`config.mk`:
```
export PLATFORM = sky130hd
export DESIGN_NAME = wsse_engine
export DESIGN_NICKNAME = d
export VERILOG_FILES = /design/src/logic/wsse_tick.v /design/src/logic/wsse_engine.v
export VERILOG_INCLUDE_DIRS = /design/src /design/src/logic
export SDC_FILE = /design/constraint.sdc
export NUM_CORES = 1
export LEC_CHECK = 0
export ABC_CLOCK_PERIOD_IN_PS = 4180
export BUFFER_PORTS_ARGS = -buffer_cell sky130_fd_sc_hd__buf_2
export CAP_MARGIN = 25
export CORE_UTILIZATION = 60
export DETAILED_ROUTE_END_ITERATION = 10
export PLACE_DENSITY = 0.92
export REMOVE_ABC_BUFFERS = 1
export SLEW_MARGIN = 20
export SYNTH_ARGS = -nofsm -noshare
export SYNTH_HDL_FRONTEND = slang
export SYNTH_SLANG_ARGS = --single-unit
```
`constraint.sdc`:
```
create_clock -name CLK_I -period 4.18 [get_ports CLK_I]
set_input_delay 0 -clock CLK_I [delete_from_list [all_inputs] [get_ports CLK_I]]
set_output_delay 0 -clock CLK_I [all_outputs]
set_load 0.05 [all_outputs]
```
`src/logic/wsse_regs.vh`:
```
/*
  constants for the weld sequence step engine: opcodes, entry layout,
  delay timing. assumes a 25 MHz system clock.
*/
`ifndef WSSE_REGS_VH
`define WSSE_REGS_VH
`define WSSE_OP_NOP 8'h00
`define WSSE_OP_SW_ON 8'h01
`define WSSE_OP_SW_OFF 8'h02
`define WSSE_OP_RLY_SET 8'h03
`define WSSE_OP_RLY_CLR 8'h04
`define WSSE_OP_DELAY 8'h05
`define WSSE_OP_DAC1 8'h06
`define WSSE_OP_DAC2 8'h07
`define WSSE_OP_DAC3 8'h08
`define WSSE_OP_DAC4 8'h09
`define WSSE_OP_WELD 8'h0a
`define WSSE_ENT_OP_MSB 23
`define WSSE_ENT_OP_LSB 16
`define WSSE_ENT_HI_MSB 15
`define WSSE_ENT_HI_LSB 8
`define WSSE_ENT_LO_MSB 7
`define WSSE_ENT_LO_LSB 0
`define WSSE_DAC_MSB 11
`define WSSE_CLK_HZ 25000000
`define WSSE_TICK_MS 10
`define WSSE_TICK_CYC ((`WSSE_CLK_HZ / 1000) * `WSSE_TICK_MS)
`define WSSE_RST_RELAY 8'h00
`define WSSE_RST_DAC 12'h000
`endif

```
`src/logic/wsse_tick.v`:
```
/*
  tick divider: one-cycle enable pulse every DIV clocks while run is high.
  assumes synchronous active-high reset on the single system clock.
*/
`timescale 1ns/1ps
`default_nettype none
module wsse_tick #(
  parameter DIV = 250000
) (
  input wire clk_i,
  input wire rst_i,
  input wire run_i,
  output wire tick_o
);
  reg [31:0] cnt_ff;
  wire [31:0] nxt_cnt;
  // restart on every new delay so the first tick is a full period away
  assign nxt_cnt = (!run_i || cnt_ff == DIV - 1) ? 32'h0 : cnt_ff + 32'h1;
  assign tick_o = run_i && (cnt_ff == DIV - 1);
  always @(posedge clk_i) begin
    if (rst_i) begin
      cnt_ff <= 32'h0;
    end else begin
      cnt_ff <= nxt_cnt;
    end
  end
endmodule // wsse_tick
`default_nettype wire

```
`src/logic/wsse_engine.v`:
```
/*
  weld sequence step engine: fetches 3-byte program entries and executes
  opcodes 0 to 10, driving relays, four converters and a weld start pulse.
  assumes the program store answers a fetch with a valid strobe, and that
  switch inputs are already synchronous to CLK_I.
*/
`timescale 1ns/1ps
`default_nettype none
`include "wsse_regs.vh"
module wsse_engine #(
  parameter STEP_W = 8,
  parameter TICK_CYC = `WSSE_TICK_CYC
) (
  input wire CLK_I,
  input wire RST_I,
  input wire RUN_I,
  input wire [7:0] SWITCH_INPUT_I,
  output wire [STEP_W-1:0] FETCH_ADDR_O,
  output wire FETCH_REQ_O,
  input wire FETCH_VALID_I,
  input wire [23:0] FETCH_ENTRY_I,
  output wire [STEP_W-1:0] PROGRAM_STEP_O,
  output wire [7:0] RELAY_OUTPUT_O,
  output wire [11:0] DAC1_O,
  output wire [11:0] DAC2_O,
  output wire [11:0] DAC3_O,
  output wire [11:0] DAC4_O,
  output wire [3:0] DAC_LOAD_O,
  output wire WELD_START_O,
  output wire WELD_USE_ACTIVE_O,
  output wire [7:0] WELD_SCHED_O,
  output wire BAD_OP_O,
  output wire BUSY_O
);
  localparam [3:0] ST_IDLE = 4'b0001;
  localparam [3:0] ST_FETCH = 4'b0010;
  localparam [3:0] ST_EXEC = 4'b0100;
  localparam [3:0] ST_DELAY = 4'b1000;

  reg [3:0] state_ff, nxt_state;
  reg [STEP_W-1:0] step_ff, nxt_step;
  reg [7:0] op_ff, nxt_op;
  reg [15:0] val_ff, nxt_val;
  reg [15:0] dly_ff, nxt_dly;
  reg [7:0] relay_ff, nxt_relay;
  reg [11:0] dac1_ff, dac2_ff, dac3_ff, dac4_ff;
  reg [3:0] dac_ld_ff, nxt_dac_ld;
  reg weld_ff, nxt_weld;
  reg weld_act_ff, nxt_weld_act;
  reg [7:0] sched_ff, nxt_sched;
  reg bad_ff, nxt_bad;
  reg sw_sel;
  integer i;
  wire tick;
  wire [7:0] hi_b;
  wire [7:0] lo_b;
  wire [STEP_W-1:0] step_inc;
  wire [STEP_W-1:0] target;

  assign hi_b = val_ff[15:8];
  assign lo_b = val_ff[7:0];
  assign step_inc = step_ff + {{(STEP_W-1){1'b0}}, 1'b1};
  assign target = hi_b[STEP_W-1:0];

  wsse_tick #(
    .DIV(TICK_CYC)
  ) u_tick (
    .clk_i(CLK_I),
    .rst_i(RST_I),
    .run_i(state_ff == ST_DELAY),
    .tick_o(tick)
  );

  // lowest set select bit picks the input; no bit set reads as off
  always @* begin
    sw_sel = 1'b0;
    for (i = 7; i >= 0; i = i - 1) begin
      if (lo_b[i]) begin
        sw_sel = SWITCH_INPUT_I[i];
      end
    end
  end

  always @* begin
    nxt_state = state_ff;
    nxt_step = step_ff;
    nxt_op = op_ff;
    nxt_val = val_ff;
    nxt_dly = dly_ff;
    nxt_relay = relay_ff;
    nxt_dac_ld = 4'h0;
    nxt_weld = 1'b0;
    nxt_weld_act = weld_act_ff;
    nxt_sched = sched_ff;
    nxt_bad = 1'b0;
    case (state_ff)
      ST_IDLE: begin
        if (RUN_I) begin
          nxt_state = ST_FETCH;
        end
      end
      ST_FETCH: begin
        if (!RUN_I) begin
          nxt_state = ST_IDLE;
        end else if (FETCH_VALID_I) begin
          nxt_op = FETCH_ENTRY_I[`WSSE_ENT_OP_MSB:`WSSE_ENT_OP_LSB];
          nxt_val = {FETCH_ENTRY_I[`WSSE_ENT_HI_MSB:`WSSE_ENT_HI_LSB],
                     FETCH_ENTRY_I[`WSSE_ENT_LO_MSB:`WSSE_ENT_LO_LSB]};
          nxt_state = ST_EXEC;
        end
      end
      ST_EXEC: begin
        nxt_state = ST_FETCH;
        nxt_step = step_inc;
        case (op_ff)
          `WSSE_OP_NOP: begin
            nxt_step = step_inc;
          end
          `WSSE_OP_SW_ON: begin
            if (hi_b != 8'h00) begin
              if (!sw_sel) begin
                nxt_step = target;
              end
            end else if (!sw_sel) begin
              nxt_step = step_ff;
              nxt_state = ST_EXEC;
            end
          end
          `WSSE_OP_SW_OFF: begin
            if (hi_b != 8'h00) begin
              if (sw_sel) begin
                nxt_step = target;
              end
            end else if (sw_sel) begin
              nxt_step = step_ff;
              nxt_state = ST_EXEC;
            end
          end
          `WSSE_OP_RLY_SET: begin
            nxt_relay = relay_ff | lo_b;
          end
          `WSSE_OP_RLY_CLR: begin
            nxt_relay = relay_ff & ~lo_b;
          end
          `WSSE_OP_DELAY: begin
            nxt_step = step_ff;
            if (val_ff == 16'h0000) begin
              nxt_step = step_inc;
            end else begin
              nxt_dly = val_ff;
              nxt_state = ST_DELAY;
            end
          end
          `WSSE_OP_DAC1: nxt_dac_ld = 4'h1;
          `WSSE_OP_DAC2: nxt_dac_ld = 4'h2;
          `WSSE_OP_DAC3: nxt_dac_ld = 4'h4;
          `WSSE_OP_DAC4: nxt_dac_ld = 4'h8;
          `WSSE_OP_WELD: begin
            nxt_weld = 1'b1;
            nxt_weld_act = (lo_b == 8'h00);
            if (lo_b != 8'h00) begin
              nxt_sched = lo_b;
            end
          end
          default: begin
            // unsupported opcodes are skipped and flagged
            nxt_bad = 1'b1;
          end
        endcase
        if (!RUN_I) begin
          // pausing mid-wait keeps the pointer on the waiting entry
          nxt_state = ST_IDLE;
        end
      end
      ST_DELAY: begin
        if (tick) begin
          nxt_dly = dly_ff - 16'h0001;
          if (dly_ff == 16'h0001) begin
            nxt_step = step_inc;
            nxt_state = ST_FETCH;
          end
        end
      end
      default: begin
        nxt_state = ST_IDLE;
      end
    endcase
  end

  always @(posedge CLK_I) begin
    if (RST_I) begin
      state_ff <= ST_IDLE;
      step_ff <= {STEP_W{1'b0}};
      op_ff <= 8'h00;
      val_ff <= 16'h0000;
      dly_ff <= 16'h0000;
      relay_ff <= `WSSE_RST_RELAY;
      dac1_ff <= `WSSE_RST_DAC;
      dac2_ff <= `WSSE_RST_DAC;
      dac3_ff <= `WSSE_RST_DAC;
      dac4_ff <= `WSSE_RST_DAC;
      dac_ld_ff <= 4'h0;
      weld_ff <= 1'b0;
      weld_act_ff <= 1'b0;
      sched_ff <= 8'h00;
      bad_ff <= 1'b0;
    end else begin
      state_ff <= nxt_state;
      step_ff <= nxt_step;
      op_ff <= nxt_op;
      val_ff <= nxt_val;
      dly_ff <= nxt_dly;
      relay_ff <= nxt_relay;
      dac_ld_ff <= nxt_dac_ld;
      weld_ff <= nxt_weld;
      weld_act_ff <= nxt_weld_act;
      sched_ff <= nxt_sched;
      bad_ff <= nxt_bad;
      // 12-bit code: upper value bits beyond full scale are dropped
      if (nxt_dac_ld[0]) dac1_ff <= val_ff[`WSSE_DAC_MSB:0];
      if (nxt_dac_ld[1]) dac2_ff <= val_ff[`WSSE_DAC_MSB:0];
      if (nxt_dac_ld[2]) dac3_ff <= val_ff[`WSSE_DAC_MSB:0];
      if (nxt_dac_ld[3]) dac4_ff <= val_ff[`WSSE_DAC_MSB:0];
    end
  end

  assign FETCH_ADDR_O = step_ff;
  assign FETCH_REQ_O = (state_ff == ST_FETCH) && RUN_I;
  assign PROGRAM_STEP_O = step_ff;
  assign RELAY_OUTPUT_O = relay_ff;
  assign DAC1_O = dac1_ff;
  assign DAC2_O = dac2_ff;
  assign DAC3_O = dac3_ff;
  assign DAC4_O = dac4_ff;
  assign DAC_LOAD_O = dac_ld_ff;
  assign WELD_START_O = weld_ff;
  assign WELD_USE_ACTIVE_O = weld_act_ff;
  assign WELD_SCHED_O = sched_ff;
  assign BAD_OP_O = bad_ff;
  assign BUSY_O = (state_ff != ST_IDLE);
endmodule // wsse_engine
`default_nettype wire

```
==> out/metrics.yaml <==
routing:
  via_per_inst: 5.99
  routed_wl_mm: 19.2
  drtAntennaViolNets: 0
  drtIter0Drc: 759
  vias: 6675
  wl_per_cell_um: 17.2
  drc: 0
  firstDrtPassIters: 8
finish:
  mostFrequentLayoutCells: "nand2_1, dfxtp_1, buf_2, nor2_1, a21oi_1"
  final_common_cell: "nand2_1"
  fillers: 775
  area_delta_synth_final_pct: 19.6
  multiInputGateArea_um2: 3560
  seqCellArea_um2: 3100
  fin_util_pct: 73.6
  drive_above_1_share_pct: 20.5
  stdcell_count: 1115
  design_area_um2: 8370
  finalNetCount: 998
yosys:
  netlist_area_um2: 7000
  yosys.area_share.adder_pct: 0.715
  syn-instance-count: 843
  synth_edf_count: 0
  yosysWarnings: 0
  synth.distinct_cells: 65
  ys_async_sr_fraction_pct: 0
  synthMuxAreaShare_pct: 4.58
  ys.flop_type: "dfxtp_1"
  synth_top_family_by_area: "simple AND/OR/NAND/NOR gates"
  synth-xor-area-share_pct: 4.01
  ys_ff_latch: 155
  synth_seq_area_share_pct: 44.3
  synthSimpleGateAreaFrac_pct: 25.9
  avgSynthCellArea_um2: 8.30
  synth_compound_area_share_pct: 15.6
worst_setup_path:
  arrival_ns: 3.10
  crit_start: "val_ff[0]"
  path_max_fanout: 31
  crit_type: "reg -> reg"
  end_kind: "flip-flop"
  crit_required_ns: 4.47
  r2r-start: "val_ff[0]"
  startpoint_type: "flip-flop"
sta:
  fin_setup_tns_ns: 0
  min_period_over_period_pct: 67.0
  finalCriticalPeriod_ns: 2.80
  worst_pin_slew_ns: 0.936
  fin_skew_ns: 0.0119
  slew_violations: 0
  max_freq_mhz: 357
  finalSetupViolCount: 0
  rsz0062_at_grt: "no"
  slew_headroom_pct: 37.4
  finalHoldViolCount: 0
  worst_slack_ns: 1.38
  fin_hold_ws_ns: 0.0522
clocking:
  clock-sinks: 155
  h-tree-depth: 4
  cts_made_buffers: 17
  clkLatencyLatePin_ns: 0.43
  cts_tree: "built"
  clk_pin_slew_ns: 0.06
  ctsRootBufferMaster: "clkbuf_16"
  cts_buffer_depth: 2
  ctsResizeCount: 0
placed_design:
  dp_cells: 1055
  place_ws_ns: 1.59
  io_buffer_count: 124
  gp_congestion: 0.868
  place_hpwl_mm: 11.5
  place_area_um2: 7530
global_routing:
  overflow: 0
  grt_start_max_net_pins: 72
  grt_pass1_wl_mm: 30.0
  antenna_found_initial: 1
  track_usage_pct: 32.2
  grt_pass1_vias: 6161
floorplan:
  die_h_um: 110
  die-area_um2: 12100
  ioPinCount: 125
  rows: 39
  core_area_um2: 11400
  die_width_um: 110
  initial_core_util_pct: 61.5
flow_run:
  maxCapViolCount: 0
power:
  peakVddDrop_uv: 387
  leakagePower_nw: 3.29
  powerDensity_nw_per_um2: 377
  finalPower_mw: 3.16
worst_hold_path:
  min_path_type: "in -> reg"
  hp-start: "FETCH_VALID_I"
outcome:
  status: "finished clean"
[cells by family (layout without fill, tap and decap cells)]
logic type | count (synthesis) | in the layout
compound gates | 165 | 165
flops | 155 | 155
other cells | 0 | 1
fa+ha+maj | 4 | 4
buf+inv | 68 | 196
mux | 32 | 32
xor+xnor | 32 | 32
simple gates | 387 | 387
[routing by layer]
metal | track usage, % | up-vias | share of wire [%]
li1 | - | 3123 | -
met1 | 40.5 | 3108 | 40
met2 | 50.4 | 362 | 48
met3 | 9.47 | 82 | 8.3
met4 | 15.8 | 0 | 3.6
met5 | 0 | - | 0
[layout make-up]
class,count,share of cell area [%]
Antenna cell,1,0.0299
Clock inverter,12,1.36
Clock buffer,20,5.46
Tap cell,143,2.14
Timing Repair Buffer,155,11.0
Inverter,9,0.404
Sequential cell,155,37.1
Multi-Input combinational cell,620,42.5
[flip-flops by register name, indices dropped and copies added, names as in the netlist, named ones only]
name and flops:
DAC_LOAD_O 4, WELD_START_O 1, FETCH_ADDR_O 8, val_ff 16, DAC3_O 12, state_ff 4, BAD_OP_O 1, DAC2_O 12
DAC1_O 12, DAC4_O 12, u_tick.cnt_ff 32, WELD_USE_ACTIVE_O 1, WELD_SCHED_O 8, dly_ff 16, op_ff 8
[cell usage after synthesis, types with 8 or more instances]
master,instances,area share (%)
a211oi_1,12,1.3
a211oi_2,9,1.6
a21oi_1,76,5.4
and3_1,13,1.2
buf_2,9,0.64
buf_4,12,1.3
clkbuf_1,34,1.8
dfxtp_1,155,44
inv_1,9,0.48
mux2i_1,32,4.6
nand2_1,157,8.4
nand3_1,22,1.6
nand4_1,10,0.89
nor2_1,103,5.5
nor2b_1,8,0.72
nor3_1,18,1.3
o21ai_0,17,1.2
xnor2_1,17,2.1
xor2_1,15,1.9
[final timing paths]
check / slack (ns) / depth (start not counted) / end
setup reg to reg: 1.38 / 8 / dly_ff[2]
hold reg to reg: 0.45 / 2 / DAC3_O[9]
hold / removal: 0.05 / 3 / state_ff[3]
setup / recovery: 1.38 / 8 / dly_ff[2]
[repair_timing]
| item | in CTS | in global routing |
|---|---|---|
| setup buffers | 0 | 0 |
| hold buffers | 25 | 0 |
| hold endpoints to repair | 27 | 0 |
[report_power, final]
part	total [mW]	switching (mW)	internal [mW]	leakage, nW
Combinational	0.162	0.101	0.0614	1.77
Clock	1.49	0.637	0.855	0.269
Sequential	1.50	0.0190	1.49	1.25
[worst max-delay path, stage by stage (launching register included)]
cell      delay (ns)
dfxtp_1         0.68
nor3_1          0.14
and3_2          0.27
a21boi_4        0.21
nand2_4         0.09
o21ai_4         0.66
o21ai_0         0.26
a22oi_1         0.27
nor2_1          0.07
Power figures use the tool's default switching activity.
